$ cat config.mk
export PLATFORM = sky130hd
export DESIGN_NAME = act_core
export DESIGN_NICKNAME = d
export VERILOG_FILES = /design/src/hdl/act_pkg.sv /design/src/hdl/act_core.sv
export VERILOG_INCLUDE_DIRS = /design/src /design/src/hdl
export SDC_FILE = /design/constraint.sdc
export NUM_CORES = 1
export LEC_CHECK = 0
export BUFFER_PORTS_ARGS = -buffer_cell sky130_fd_sc_hd__buf_2
export CORE_MARGIN = 1.5
export CORE_UTILIZATION = 30
export DETAILED_ROUTE_END_ITERATION = 6
export PLACE_DENSITY = 0.49
export SYNTH_ARGS = -nofsm -noshare
export SYNTH_HDL_FRONTEND = slang
export SYNTH_SLANG_ARGS = --single-unit
export TNS_END_PERCENT = 30
$ cat constraint.sdc
create_clock -name mclk -period 5.6 [get_ports mclk]
set_input_delay 0.84 -clock mclk [delete_from_list [all_inputs] [get_ports mclk]]
set_output_delay 0.84 -clock mclk [all_outputs]
set_load 0.02 [all_outputs]
$ cat src/hdl/act_regs.svh
// constants for the converter trigger and sequencing control block
`ifndef ACT_REGS_SVH
`define ACT_REGS_SVH
// ===========================================================================
// mode encodings of sequence_mode_field
`define ACT_SEQ_SINGLE     2'h0
`define ACT_SEQ_SEQUENCE   2'h1
`define ACT_SEQ_REPEAT_ONE 2'h2
`define ACT_SEQ_REPEAT_SEQ 2'h3
// ===========================================================================
// control word a bit positions
`define ACT_CWA_ENC_POS 1
`define ACT_CWA_ON_POS  4
`define ACT_CWA_SC_POS  0
// ===========================================================================
// reset values and timing
`define ACT_CWA_RESET   16'h0000
`define ACT_CONV_CYCLES 8'h10
`define ACT_SEQ_LEN     4'h4
`endif

$ cat src/hdl/act_pkg.sv
// types for the converter trigger and sequencing control block
`default_nettype none
package act_pkg;
  typedef enum logic [1:0] {
    act_idle   = 2'b00,
    act_busy   = 2'b01,
    act_halted = 2'b10
  } act_state_t;

  typedef struct packed {
    logic        write_strobe;
    logic [15:0] write_data;
  } act_ctl_write_t;

  typedef struct packed {
    logic        busy;
    logic        halted;
    logic        overrun;
    logic        result_valid;
    logic [3:0]  channel;
  } act_status_t;

  typedef struct packed {
    act_state_t  state;
    logic [15:0] converter_control_word_a;
    logic        armed;
    logic [7:0]  cycle_count;
    logic [3:0]  channel;
    logic        result_valid;
    logic        overrun;
    logic [2:0]  trig_sync;
    logic        trig_level;
  } act_regs_t;
endpackage
`default_nettype wire

$ cat src/hdl/act_core.sv
// converter conversion start, sequencing and halt control
// How it works
// [RQ1] single mode, timer trigger: any control word a write arms a sample
// [RQ2] intended arming only by setting enable conversion; defect overrides that
// [RQ3] software clears enable conversion before other control word a writes
// [RQ4] software then sets enable conversion to rearm for next timer trigger
// [RQ5] starts come from software start bit or selected timer output
// [RQ6] trigger while busy halts all later conversions until disable and reenable
// [RQ7] halt only in sequence, repeat single and repeat sequence modes
// [RQ8] overrun flag does not reliably report triggers arriving while busy
// [RQ9] software polls busy flag before issuing a software start
// [RQ10] timer period must exceed sample plus conversion time
// [RQ11] recovery: clear enable and power, set power and enable, restart
// [RQ12] busy flag set from accepted start until result is complete
`include "act_regs.svh"
`default_nettype none
module act_core
  import act_pkg::*;
#(
  parameter logic [7:0] CONV_CYCLES = `ACT_CONV_CYCLES,
  parameter logic [3:0] SEQ_LEN     = `ACT_SEQ_LEN
)(
  // clock and reset
  input  wire logic                    mclk,
  input  wire logic                    rst,
  // control word a write port from the cpu
  input  wire act_pkg::act_ctl_write_t ctl_write,
  // control word b configuration
  input  wire logic [1:0]              sequence_mode_field,
  input  wire logic                    sample_timer_select,
  // timer trigger pin, asynchronous
  input  wire logic                    timer_trigger,
  // readback and status
  output logic [15:0]                  converter_control_word_a,
  output act_pkg::act_status_t         status,
  output logic                         converter_busy_flag,
  output logic                         trigger_overrun_flag
);
  import act_pkg::*;

  // ===========================================================================
  // state and working signals
  // the whole block state lives in one struct so reset and update stay in step
  act_regs_t r;
  act_regs_t next_r;

  logic enc_now;
  logic on_now;
  logic enc_rise;
  logic arm_set;
  logic trig_edge;
  logic sw_start;
  logic start;
  logic repeat_mode;

  // ===========================================================================
  // helpers
  // true for the modes that suffer the busy trigger halt; single mode simply
  // ignores a start that lands while it is converting
  function automatic logic halt_mode(input logic [1:0] m);
    halt_mode = (m != `ACT_SEQ_SINGLE);
  endfunction

  // ===========================================================================
  // next state
  always_comb
  begin
    next_r      = r;
    enc_now     = r.converter_control_word_a[`ACT_CWA_ENC_POS];
    on_now      = r.converter_control_word_a[`ACT_CWA_ON_POS];
    enc_rise    = 1'b0;
    arm_set     = 1'b0;
    sw_start    = 1'b0;
    repeat_mode = sequence_mode_field[1];
    // three stage sync; edge counted once stages two and three agree
    // a pin pulse shorter than two clock periods can slip through unseen
    next_r.trig_sync = {r.trig_sync[1:0], timer_trigger};
    if (r.trig_sync[2] == r.trig_sync[1])
    begin
      next_r.trig_level = r.trig_sync[2];
    end
    trig_edge = (r.trig_sync[2] == r.trig_sync[1]) && r.trig_sync[2] && !r.trig_level;
    // the word is taken on the strobe, all but the start bit
    if (ctl_write.write_strobe)
    begin
      next_r.converter_control_word_a = ctl_write.write_data;
      next_r.converter_control_word_a[`ACT_CWA_SC_POS] = 1'b0; // start bit self clears
      enc_rise = ctl_write.write_data[`ACT_CWA_ENC_POS] && !enc_now;
      // software start counts only with power and enable in the same word,
      // and is ignored while the timer is the selected source
      sw_start = ctl_write.write_data[`ACT_CWA_SC_POS]
                 && ctl_write.write_data[`ACT_CWA_ENC_POS]
                 && ctl_write.write_data[`ACT_CWA_ON_POS] && !sample_timer_select;
      // [RQ2] enable rise arms
      if (enc_rise)
      begin
        next_r.armed = 1'b1;
      end
      // [RQ1] defect any write arms
      if (sequence_mode_field == `ACT_SEQ_SINGLE && sample_timer_select)
      begin
        next_r.armed = 1'b1;
      end
      // a write that arms while leaving power and enable on
      arm_set = (enc_rise
                 || (sequence_mode_field == `ACT_SEQ_SINGLE && sample_timer_select))
                && ctl_write.write_data[`ACT_CWA_ENC_POS]
                && ctl_write.write_data[`ACT_CWA_ON_POS];
      // [RQ11] disable clears halt
      if (!ctl_write.write_data[`ACT_CWA_ENC_POS] || !ctl_write.write_data[`ACT_CWA_ON_POS])
      begin
        next_r.state = act_idle;
        next_r.armed = 1'b0;
      end
    end
    // [RQ5] two start sources; a software start carries its own enable and power,
    // a timer start needs them already set and the arm left by a write
    start = sw_start
            || (on_now && enc_now && sample_timer_select && trig_edge && r.armed);
    case (r.state)
      act_idle:
      begin
        // accept a start unless a disabling write lands in the same cycle
        if (start && next_r.state == act_idle)
        begin
          next_r.state        = act_busy;
          next_r.cycle_count  = CONV_CYCLES;
          next_r.channel      = 4'h0;
          next_r.result_valid = 1'b0;
          // single mode consumes the timer arm; only rewrite rearms, and a
          // write that arms in this very cycle wins over the consumption
          if (sequence_mode_field == `ACT_SEQ_SINGLE)
          begin
            next_r.armed = arm_set;
          end
        end
      end
      act_busy:
      begin
        // [RQ6] trigger while busy halts
        // [RQ7] single mode exempt
        if (start && halt_mode(sequence_mode_field))
        begin
          next_r.state = act_halted;
          // [RQ8] overrun flag unreliable, left unset
          next_r.overrun = r.overrun;
        end
        else if (r.cycle_count == 8'h01)
        begin
          // last cycle of a channel: result lands, then step, repeat or stop
          next_r.result_valid = 1'b1;
          // sequence modes walk the channels up to the last one
          if (sequence_mode_field[0] && r.channel != SEQ_LEN - 4'h1)
          begin
            next_r.channel     = r.channel + 4'h1;
            next_r.cycle_count = CONV_CYCLES;
          end
          else if (repeat_mode && enc_now)
          begin
            // repeat modes start over only while enable stays set
            next_r.channel     = 4'h0;
            next_r.cycle_count = CONV_CYCLES;
          end
          else
          begin
            next_r.state = act_idle;
          end
        end
        else
        begin
          next_r.cycle_count = r.cycle_count - 8'h01;
        end
        // a run that ends as enable drops stays idle
        if (next_r.state == act_idle && ctl_write.write_strobe && !enc_now)
        begin
          next_r.state = act_idle;
        end
      end
      act_halted:
      begin
        // a halted converter ignores every start; busy stays low
        next_r.state = act_halted; // left only by disable
      end
      default:
      begin
        // unused code falls back to idle
        next_r.state = act_idle;
      end
    endcase
    // [RQ11] a write dropping enable or power always wins, even over a halt
    // raised at the same edge: nothing is left to convert once it is off
    if (ctl_write.write_strobe
        && (!ctl_write.write_data[`ACT_CWA_ENC_POS] || !ctl_write.write_data[`ACT_CWA_ON_POS]))
    begin
      next_r.state = act_idle;
    end
  end

  // ===========================================================================
  // state register
  // the reset branch loads constants only
  always_ff @(posedge mclk or posedge rst)
  begin
    if (rst)
    begin
      r <= '{state: act_idle, converter_control_word_a: `ACT_CWA_RESET, default: '0};
    end
    else
    begin
      r <= next_r;
    end
  end

  // ===========================================================================
  // outputs
  // control word, overrun, result valid and channel read straight from flops; busy and halted are decoded from the state register
  assign converter_control_word_a = r.converter_control_word_a;
  // [RQ12] busy from start to result
  assign converter_busy_flag      = (r.state == act_busy);
  assign trigger_overrun_flag     = r.overrun;
  assign status = '{busy: (r.state == act_busy), halted: (r.state == act_halted),
                    overrun: r.overrun, result_valid: r.result_valid, channel: r.channel};
endmodule
`default_nettype wire

# Word level (Yosys, flattened, before mapping)
# Cells that the tools add are included.
[word_totals] register_bits=35 output_inout_bits=26 word_cells=82
[op_classes] addsub=2 eq_ne=10 muxes=25 n_reduce_logical=37
[ops] op="13-bit case mux with 2 select lines" n=1
[ops] op="12-bit 2-to-1 mux" n=2
[ops] op="1-bit logical AND" n=20
[ops] op="19-bit 2-to-1 mux" n=1
[ops] op="2-bit 2-to-1 mux" n=9
[ops] op="14-bit 2-to-1 mux" n=1
[ops] op="13-bit 2-to-1 mux" n=1
[ops] op="8-bit by 1-bit equality test with 1-bit output, second input constant" n=1
[ops] op="2-bit logical NOT" n=4
[ops] op="8-bit 2-to-1 mux" n=1
[ops] op="4-bit by 2-bit != test with 1-bit output, second input constant" n=2
[ops] op="4-bit AND reduction" n=2
[ops] op="8-bit by 1-bit subtractor with 8-bit output, second input constant" n=1
[ops] op="1-bit 2-to-1 mux" n=7
[ops] op="2-bit case mux with 3 select lines" n=1
[ops] op="1-bit logical NOT" n=5
[ops] op="5-bit 2-to-1 mux" n=1
[ops] op="5-bit AND reduction" n=1
[ops] op="4-bit by 1-bit adder with 4-bit output, second input constant" n=1
[ops] op="2-bit != test, second input constant" n=2
[ops] op="2-bit nonzero test" n=2
[ops] op="1-bit logical OR" n=3
[ops] op="3-bit by 1-bit != test with 1-bit output, second input constant" n=1
[ops] op="2-bit by 1-bit equality test with 1-bit output, second input constant" n=1
[ops] op="other kinds (3)" n=3

# Longest topological paths before layout
# Gate-level depths: netlist (run 1).
[logic_depth] ltp_word=17 mapped_depth=7 mapped_depth_nobuf=7

# Worst setup path before layout (run 1)
# No wires, ideal clock.
[synth_timing] path_kind="input to register" start="input ctl_write[16] (netlist bit)" end="register r (netlist bit status[2])" setup_ps=126 t_arrival_ps=2299 slack_ps=3176 stages=6 path_buffers=1 cell_sequence="buf_4 > nand4_1 > nor2_1 > o31ai_2 > or4_4 > a221o_1"
[synth_between] elab_chain_len=5
[synth_lines] element="start, declared" line="act_core.sv:27" rtl="input wire act_pkg::act_ctl_write_t ctl_write,"
[synth_lines] element="19-bit 2-to-1 mux / 1-bit 2-to-1 mux (equally long branches)" line="act_core.sv:84" rtl="if (ctl_write.write_strobe)"
[synth_lines] element="2-bit logical NOT / 1-bit logical OR (equally long branches)" line="act_core.sv:124, act_core.sv:119"
[synth_lines] element="1-bit logical AND (on tied branches)" line="act_core.sv:124, act_core.sv:142"
[synth_lines] element="2-bit != test (no line)"
[synth_lines] element="5-bit AND reduction (no line) (*)"
[synth_lines] element="end signal, assigned" line="act_core.sv:210" rtl="r <= next_r;"
[synth_lines] element="end, declared" line="act_core.sv:44" rtl="act_regs_t r;"
# Mark *: on every way between the ends. The rest lies on a longest branch, timed or not.
# A chain may end at the register's enable or synchronous reset.

# Final worst setup path (run 1)
[layout_timing] start="input ctl_write[16] (netlist bit)" end="register r (netlist bit status[3])"
# The elaborated chain is that of the path after synthesis.

==> results of run 1 <==
==> cell usage after synthesis, types with 3 or more instances <==
cell type	number	share of area [%]
sky130_fd_sc_hd__a21oi_1	5	1.3
sky130_fd_sc_hd__nor2_1	14	2.8
sky130_fd_sc_hd__nor4b_1	3	1.4
sky130_fd_sc_hd__buf_4	26	11
sky130_fd_sc_hd__nand4_1	3	1.0
sky130_fd_sc_hd__dfrtp_1	35	47
sky130_fd_sc_hd__o21ai_0	5	1.3
sky130_fd_sc_hd__nor3_1	3	0.81
sky130_fd_sc_hd__o31ai_1	3	1.2
sky130_fd_sc_hd__mux2_2	18	11
sky130_fd_sc_hd__ha_1	4	2.7
sky130_fd_sc_hd__nand3_1	7	1.9
sky130_fd_sc_hd__inv_1	8	1.6
==> registers in the layout, indices dropped and copies added, names as in the netlist <==
signal and count:
r 13, next_r 2, converter_control_word_a 15, status 5
==> final cells by class <==
cell class	instances	share of cell area [%]
clock buffer	6	3.98
clock inverter	2	0.784
inverter	8	1.45
multi-input combinational	99	35.9
sequential	35	42.2
tap	75	4.52
timing repair buffer	46	11.2
==> cell families (layout without fill, tap and decap cells) <==
group	Yosys count	after routing	synth area share, %
simple gates	45	45	14.4
flops	35	35	47.1
mux	19	19	11.4
fa+ha+maj	4	4	2.69
buf+inv	37	62	13.2
compound gates	28	28	10.9
other cells	1	3	0.202
==> cell usage in the layout, fill, tap and decap left out, drive strengths merged, types with 3 or more instances in the layout <==
cell type / Yosys / routed
nor4b: 3 / 3
nor2: 14 / 14
ha: 4 / 4
a21oi: 5 / 5
buf: 27 / 46
nor3b: 3 / 3
nand3: 7 / 7
clkbuf: 2 / 6
inv: 8 / 8
o31ai: 4 / 4
dfrtp: 35 / 35
mux2: 18 / 18
nor3: 3 / 3
conb: 1 / 3
o21ai: 5 / 5
nand4: 3 / 3
==> stage by stage <==
step | hold slack (ns) | instance area, µm² | power (W)
final | 0.367 | 2080 | 0.000637
after global routing | 0.379 | 2080 | 0.000676
after CTS | 0.374 | 2080 | 0.000646
after detailed placement | 0.354 | 1980 | 0.000446
after global placement | 0.353 | 1980 | 0.000447
after floorplan | 0.331 | 1870 | 0.000424
==> report_power, final <==
part | switching, W | internal [W]
clock | 0.0000969 | 0.000100
combinational | 0.0000734 | 0.0000563
sequential | 0.0000259 | 0.000284
total | 0.000196 | 0.000440
==> layer usage <==
metal | global-route usage, % | up-vias
met1 | 15.4 | 626
met2 | 18.1 | 44
li1 | - | 628
met4 | 3.73 | 0
met5 | 0 | -
met3 | 4.00 | 2
==> critical path, cell delays in order <==
cell and delay [ns]:
sky130_fd_sc_hd__buf_2 0.32, sky130_fd_sc_hd__nand4_1 0.15, sky130_fd_sc_hd__nor2_1 0.26, sky130_fd_sc_hd__o31ai_2 0.19, sky130_fd_sc_hd__or4_4 0.59, sky130_fd_sc_hd__a221o_1 0.36
==> how the worst min path moves through the flow <==
stage / startpoint / endpoint / slack, ns / depth (start not counted)
2_1_floorplan: next_r[2] / next_r[3] / 0.33 / 0
3_3_place_gp: next_r[2] / next_r[3] / 0.35 / 0
3_5_place_dp: next_r[2] / next_r[3] / 0.35 / 0
4_1_cts: next_r[2] / next_r[3] / 0.37 / 0
5_1_grt: next_r[2] / next_r[3] / 0.38 / 0
6_report: next_r[2] / next_r[3] / 0.37 / 0
==> impl_metrics.prom, run 1 <==
# TYPE chip_impl_metric gauge
chip_impl_metric{name="crit_path_max_fanout",unit=""} 18
chip_impl_metric{name="synth_edf_count",unit=""} 0
chip_impl_metric{name="first_global_vias",unit=""} 1280
chip_impl_metric{name="required_arrival_time_at_the_worst_endpoint",unit="ns"} 5.77
chip_impl_metric{name="arrival",unit="ns"} 2.71
chip_impl_info{name="worst_setup_path_endpoint",value="status[3]"} 1
chip_impl_metric{name="antenna_found_initial",unit=""} 0
chip_impl_metric{name="vias_per_cell",unit=""} 4.80
chip_impl_metric{name="globalplace.congestion",unit=""} 0.742
chip_impl_info{name="root_buffer_cell",value="sky130_fd_sc_hd__clkbuf_8"} 1
chip_impl_metric{name="ir_drop",unit="mV"} 0.143
chip_impl_metric{name="grt_start_max_net_pins",unit=""} 36
chip_impl_metric{name="post_synthesis_sequential_element_count",unit=""} 35
chip_impl_metric{name="post_drt_wl_per_cell",unit="µm"} 13.1
chip_impl_metric{name="finalWorstPathRequiredPeriod",unit="ns"} 2.54
chip_impl_metric{name="vias",unit=""} 1300
chip_impl_metric{name="area_delta_synth_final",unit="%"} 11.7
chip_impl_metric{name="p_leak",unit="nW"} 0.961
chip_impl_metric{name="ios",unit=""} 49
chip_impl_metric{name="wl_met2",unit="mm"} 1.63
chip_impl_metric{name="net_count_reported_at_finish",unit=""} 222
chip_impl_metric{name="initial_utilization",unit="%"} 31.2
chip_impl_metric{name="layout.area.seq",unit="µm²"} 876
chip_impl_metric{name="final.fill_count",unit=""} 623
chip_impl_metric{name="antenna_violating_nets_post_route",unit=""} 0
chip_impl_info{name="timing.critical_path.from_type",value="input port"} 1
chip_impl_metric{name="wire_length_on_met1",unit="mm"} 1.64
chip_impl_info{name="hp-class",value="reg2reg"} 1
chip_impl_metric{name="clk-insertion-delay-late",unit="ns"} 0.29
chip_impl_metric{name="cts-resized-gates",unit=""} 0
chip_impl_metric{name="postLayoutCoreUtil",unit="%"} 34.9
chip_impl_metric{name="finalClockSkew",unit="ns"} 0.00518
chip_impl_metric{name="dp.final_hpwl",unit="mm"} 2.54
chip_impl_metric{name="die_span_in_y",unit="µm"} 81.7
chip_impl_metric{name="wire_length_of_the_first_global_routing_pass",unit="mm"} 5.87
chip_impl_metric{name="timing.final.ws_setup",unit="ns"} 3.06
chip_impl_metric{name="setup_total_negative_slack",unit="ns"} 0
chip_impl_metric{name="post_synth_num_cell_types",unit=""} 43
chip_impl_metric{name="buffer_ports.inserted",unit=""} 45
chip_impl_metric{name="slew_margin_rel",unit="%"} 39.0
chip_impl_metric{name="drv.max_cap_violation_count",unit=""} 0
chip_impl_metric{name="syn_avg_cell_area",unit="µm²"} 11.0
chip_impl_metric{name="synth_cells",unit=""} 169
chip_impl_metric{name="netlist_area",unit="mm²"} 0.00186
chip_impl_info{name="timing_worst_setup_path_type",value="in2reg"} 1
chip_impl_metric{name="dp_worst_setup_slack",unit="ns"} 2.73
chip_impl_metric{name="floorplan.die.width",unit="µm"} 81.7
chip_impl_metric{name="worstMarginPinSlew",unit="ns"} 0.915
chip_impl_metric{name="drv_slew",unit=""} 0
chip_impl_metric{name="powerDensity",unit="mW/mm²"} 307
chip_impl_info{name="tritoncts",value="yes"} 1
chip_impl_metric{name="finalHoldViolations",unit=""} 0
chip_impl_metric{name="grt_usage",unit="%"} 11.7
chip_impl_metric{name="wl",unit="mm"} 3.54
chip_impl_metric{name="multi_input_area",unit="µm²"} 744
chip_impl_metric{name="timing.final.setup_violations",unit=""} 0
chip_impl_info{name="status",value="completed"} 1
chip_impl_info{name="worst_setup_path_end_kind",value="flop"} 1
chip_impl_metric{name="layout-drive-gt1-share",unit="%"} 40.8
chip_impl_metric{name="cts.repair_timing.setup_buffer_count",unit=""} 0
chip_impl_info{name="synth_ff_type",value="sky130_fd_sc_hd__dfrtp_1"} 1
chip_impl_info{name="worstSetupStartpoint",value="ctl_write[16]"} 1
chip_impl_metric{name="numCtsBuffers",unit=""} 5
chip_impl_metric{name="hold_buffers",unit=""} 0
chip_impl_metric{name="synth-warning-count",unit=""} 0
chip_impl_metric{name="initialDrtViolationCount",unit=""} 64
chip_impl_metric{name="cts-htree-levels",unit=""} 2
chip_impl_metric{name="clock.fmax",unit="MHz"} 394
chip_impl_metric{name="path_clk_slew",unit="ns"} 0.07
chip_impl_metric{name="place.detailed.instances",unit=""} 263
chip_impl_info{name="crit-reg2reg-capture",value="status[3]"} 1
chip_impl_metric{name="design.core.area",unit="mm²"} 0.00596
chip_impl_metric{name="floorplan.rows",unit=""} 28
chip_impl_metric{name="total_grt_overflow",unit=""} 0
chip_impl_metric{name="synth-async-reset-ratio",unit="%"} 100
chip_impl_metric{name="finalCritPeriodShare",unit="%"} 45.4
chip_impl_metric{name="number_of_clock_sinks_seen_by_cts",unit=""} 35
chip_impl_info{name="route.top_layer_used",value="met4"} 1
chip_impl_metric{name="floorplan_die_area",unit="mm²"} 0.00667
chip_impl_metric{name="worst_setup_slack_for_register_to_register_paths",unit="ns"} 3.23
chip_impl_metric{name="drc",unit=""} 0
chip_impl_metric{name="insertedDiodeCount",unit=""} 0
chip_impl_metric{name="wl_met3",unit="µm"} 258
chip_impl_metric{name="post_layout_nonfiller_instances",unit=""} 271
chip_impl_metric{name="drt_first_pass_iters",unit=""} 5
chip_impl_metric{name="max-clock-path-buffers",unit=""} 2
chip_impl_info{name="rsz0062_at_grt",value="no"} 1
chip_impl_metric{name="synth.yosys.seq_area_share",unit="%"} 47.1
chip_impl_info{name="launch_point_of_the_worst_reg_to_reg_path",value="r[11]"} 1
chip_impl_metric{name="worst-r2r-cell-count",unit=""} 6
Power figures use the tool's default switching activity.
==> inputs of run 2 (changes only) <==
==> constraint.sdc (replaced) <==
create_clock -name mclk -period 2.4 [get_ports mclk]
set_input_delay 0.36 -clock mclk [delete_from_list [all_inputs] [get_ports mclk]]
set_output_delay 0.36 -clock mclk [all_outputs]
set_load 0.02 [all_outputs]
==> impl_metrics.prom, run 2 (synthesis gave the netlist of run 1 again) <==
# TYPE chip_impl_metric gauge
chip_impl_metric{name="worstMarginPinSlew",unit="ns"} 0.534
chip_impl_info{name="tritoncts",value="yes"} 1
chip_impl_metric{name="post-layout-total-power",unit="W"} 0.00156
chip_impl_metric{name="first_global_vias",unit=""} 1241
chip_impl_metric{name="finalWorstPathRequiredPeriod",unit="ns"} 2.10
chip_impl_metric{name="layout-drive-gt1-share",unit="%"} 42.0
chip_impl_metric{name="drv_slew",unit=""} 0
chip_impl_info{name="layout_common_cells",value="45 x sky130_fd_sc_hd__buf_2, 35 x sky130_fd_sc_hd__dfrtp_1, 18 x sky130_fd_sc_hd__mux2_2, 14 x sky130_fd_sc_hd__nor2_1, 8 x sky130_fd_sc_hd__inv_1"} 1
chip_impl_metric{name="area_delta_synth_final",unit="%"} 14.1
chip_impl_metric{name="max_ffs_per_register",unit=""} 15
chip_impl_info{name="worst_setup_path_end_kind",value="flop"} 1
chip_impl_metric{name="finalCritPeriodShare",unit="%"} 87.5
chip_impl_metric{name="wl",unit="mm"} 3.66
chip_impl_metric{name="net_count_reported_at_finish",unit=""} 227
chip_impl_metric{name="numCtsBuffers",unit=""} 5
chip_impl_metric{name="finalHoldViolations",unit=""} 0
chip_impl_metric{name="floorplan.die.width",unit="µm"} 81.7
chip_impl_metric{name="path_clk_slew",unit="ns"} 0.07
chip_impl_metric{name="antenna_violating_nets_post_route",unit=""} 0
chip_impl_metric{name="max-clock-path-buffers",unit=""} 2
chip_impl_metric{name="cts-resized-gates",unit=""} 0
chip_impl_metric{name="worst_setup_slack_for_register_to_register_paths",unit="ns"} 0.30
chip_impl_metric{name="buffer_ports.inserted",unit=""} 45
chip_impl_metric{name="clock.fmax",unit="MHz"} 476
chip_impl_metric{name="max_stage_delay",unit="ns"} 0.47
chip_impl_metric{name="vias",unit=""} 1325
chip_impl_metric{name="grt_usage",unit="%"} 11.9
chip_impl_metric{name="dp.final_hpwl",unit="mm"} 2.61
chip_impl_metric{name="p_leak",unit="nW"} 0.989
chip_impl_metric{name="setup_total_negative_slack",unit="ns"} 0
chip_impl_metric{name="insertedDiodeCount",unit=""} 0
chip_impl_metric{name="finalClockSkew",unit="ns"} 0.00657
chip_impl_metric{name="crit_path_max_fanout",unit=""} 4
chip_impl_info{name="mostFrequentLayoutCell",value="sky130_fd_sc_hd__buf_2"} 1
chip_impl_metric{name="design.core.area",unit="mm²"} 0.00596
chip_impl_metric{name="floorplan.rows",unit=""} 28
chip_impl_metric{name="number_of_clock_sinks_seen_by_cts",unit=""} 35
chip_impl_info{name="path_cells",value="inv_1 -> ha_1 -> nor4b_1 -> a21oi_1 -> or4_4 -> a221o_1"} 1
chip_impl_metric{name="arrival",unit="ns"} 2.27
chip_impl_metric{name="hold_buffers",unit=""} 0
chip_impl_info{name="status",value="completed"} 1
chip_impl_metric{name="worstPathBufferInverterCount",unit=""} 1
chip_impl_info{name="timing_worst_setup_path_type",value="reg2reg"} 1
chip_impl_metric{name="drc",unit=""} 0
chip_impl_metric{name="ios",unit=""} 49
chip_impl_metric{name="antenna_found_initial",unit=""} 0
chip_impl_metric{name="wire_length_of_the_first_global_routing_pass",unit="mm"} 5.94
chip_impl_metric{name="die_span_in_y",unit="µm"} 81.7
chip_impl_info{name="root_buffer_cell",value="sky130_fd_sc_hd__clkbuf_8"} 1
chip_impl_metric{name="cts-htree-levels",unit=""} 2
chip_impl_metric{name="post_drt_wl_per_cell",unit="µm"} 13.3
chip_impl_metric{name="clk-insertion-delay-late",unit="ns"} 0.29
chip_impl_metric{name="required_arrival_time_at_the_worst_endpoint",unit="ns"} 2.57
chip_impl_metric{name="timing.final.setup_violations",unit=""} 0
chip_impl_info{name="rsz0062_at_grt",value="no"} 1
chip_impl_metric{name="grt_start_max_net_pins",unit=""} 36
chip_impl_metric{name="slew_margin_rel",unit="%"} 64.4
chip_impl_metric{name="drt_first_pass_iters",unit=""} 4
chip_impl_info{name="timing.critical_path.slowest_stage_cell",value="sky130_fd_sc_hd__or4_4"} 1
chip_impl_info{name="timing.critical_path.from_type",value="flop"} 1
chip_impl_info{name="hp-class",value="in2async"} 1
chip_impl_metric{name="cts.repair_timing.setup_buffer_count",unit=""} 0
chip_impl_metric{name="globalplace.congestion",unit=""} 0.791
chip_impl_metric{name="powerDensity",unit="mW/mm²"} 734
chip_impl_metric{name="drv.max_cap_violation_count",unit=""} 0
chip_impl_metric{name="initial_utilization",unit="%"} 31.2
chip_impl_metric{name="floorplan_die_area",unit="mm²"} 0.00667
chip_impl_metric{name="initialDrtViolationCount",unit=""} 75
chip_impl_metric{name="total_grt_overflow",unit=""} 0
chip_impl_info{name="critPathTopFamily",value="simple AND/OR/NAND/NOR gates"} 1
chip_impl_metric{name="ir_drop",unit="mV"} 0.319
chip_impl_metric{name="vias_per_cell",unit=""} 4.82
[run 2: changes by cell type in the layout (fill, tap and decap cells not counted)]
cell,delta
sky130_fd_sc_hd__clkinv_4,-1
sky130_fd_sc_hd__buf_4,+5
sky130_fd_sc_hd__bufinv_16,+1
sky130_fd_sc_hd__clkbuf_8,-1
[run 2: layer usage]
metal / vias up / GRT usage, % / part of all wire, %
met4: 0 / 4.07 / 1.0
met5: - / 0 / 0
li1: 639 / - / -
met3: 5 / 4.00 / 6.4
met1: 639 / 15.9 / 47
met2: 42 / 18.0 / 45
[run 2: final timing paths]
kind                                from                           to  depth (start not counted)
min                                  rst  converter_control_word_a[7]                          3
min in group mclk          timer_trigger                    next_r[2]                          1
max reg2reg                        r[11]                    status[3]                          6
max in group asynchronous            rst                        r[17]                          3
max                                r[11]                    status[3]                          6
min reg2reg                    next_r[2]                    next_r[3]                          0
[run 2: power breakdown]
part           internal [W]  total [W]  switching, W
Combinational      0.000136   0.000311      0.000175
Sequential         0.000662   0.000722     0.0000595
Clock              0.000304   0.000525      0.000221
[run 2: worst reg2reg max path, delay by kind of cell, from the launching register on]
family	cells	cell delay, ns
simple gates	2	0.84
flops	1	0.38
compound gates	2	0.52
fa+ha+maj	1	0.14
buf+inv	1	0.10
[run 2: through the flow]
step | instances | setup slack, ns | hold slack (ns) | cell area (µm²) | util [%]
after floorplan | 171 | 0.396 | 0.331 | 1870 | -
after global placement | 268 | 0.335 | 0.335 | 2010 | 33.8
after detailed placement | 268 | 0.298 | 0.337 | 2010 | 33.8
after CTS | 275 | 0.289 | 0.158 | 2120 | 35.6
after global routing | 275 | 0.0783 | 0.160 | 2120 | 35.6
final | 275 | 0.301 | 0.158 | 2120 | 35.6
[run 2: cell type report]
cell class	instances	area, µm²
clock buffers	5	68.8
clock inverters	2	37.5
fillers	622	3830
inverters	8	30.0
multi-input cells	99	744
flip-flops and latches	35	876
well taps	75	93.8
repair buffers	51	270
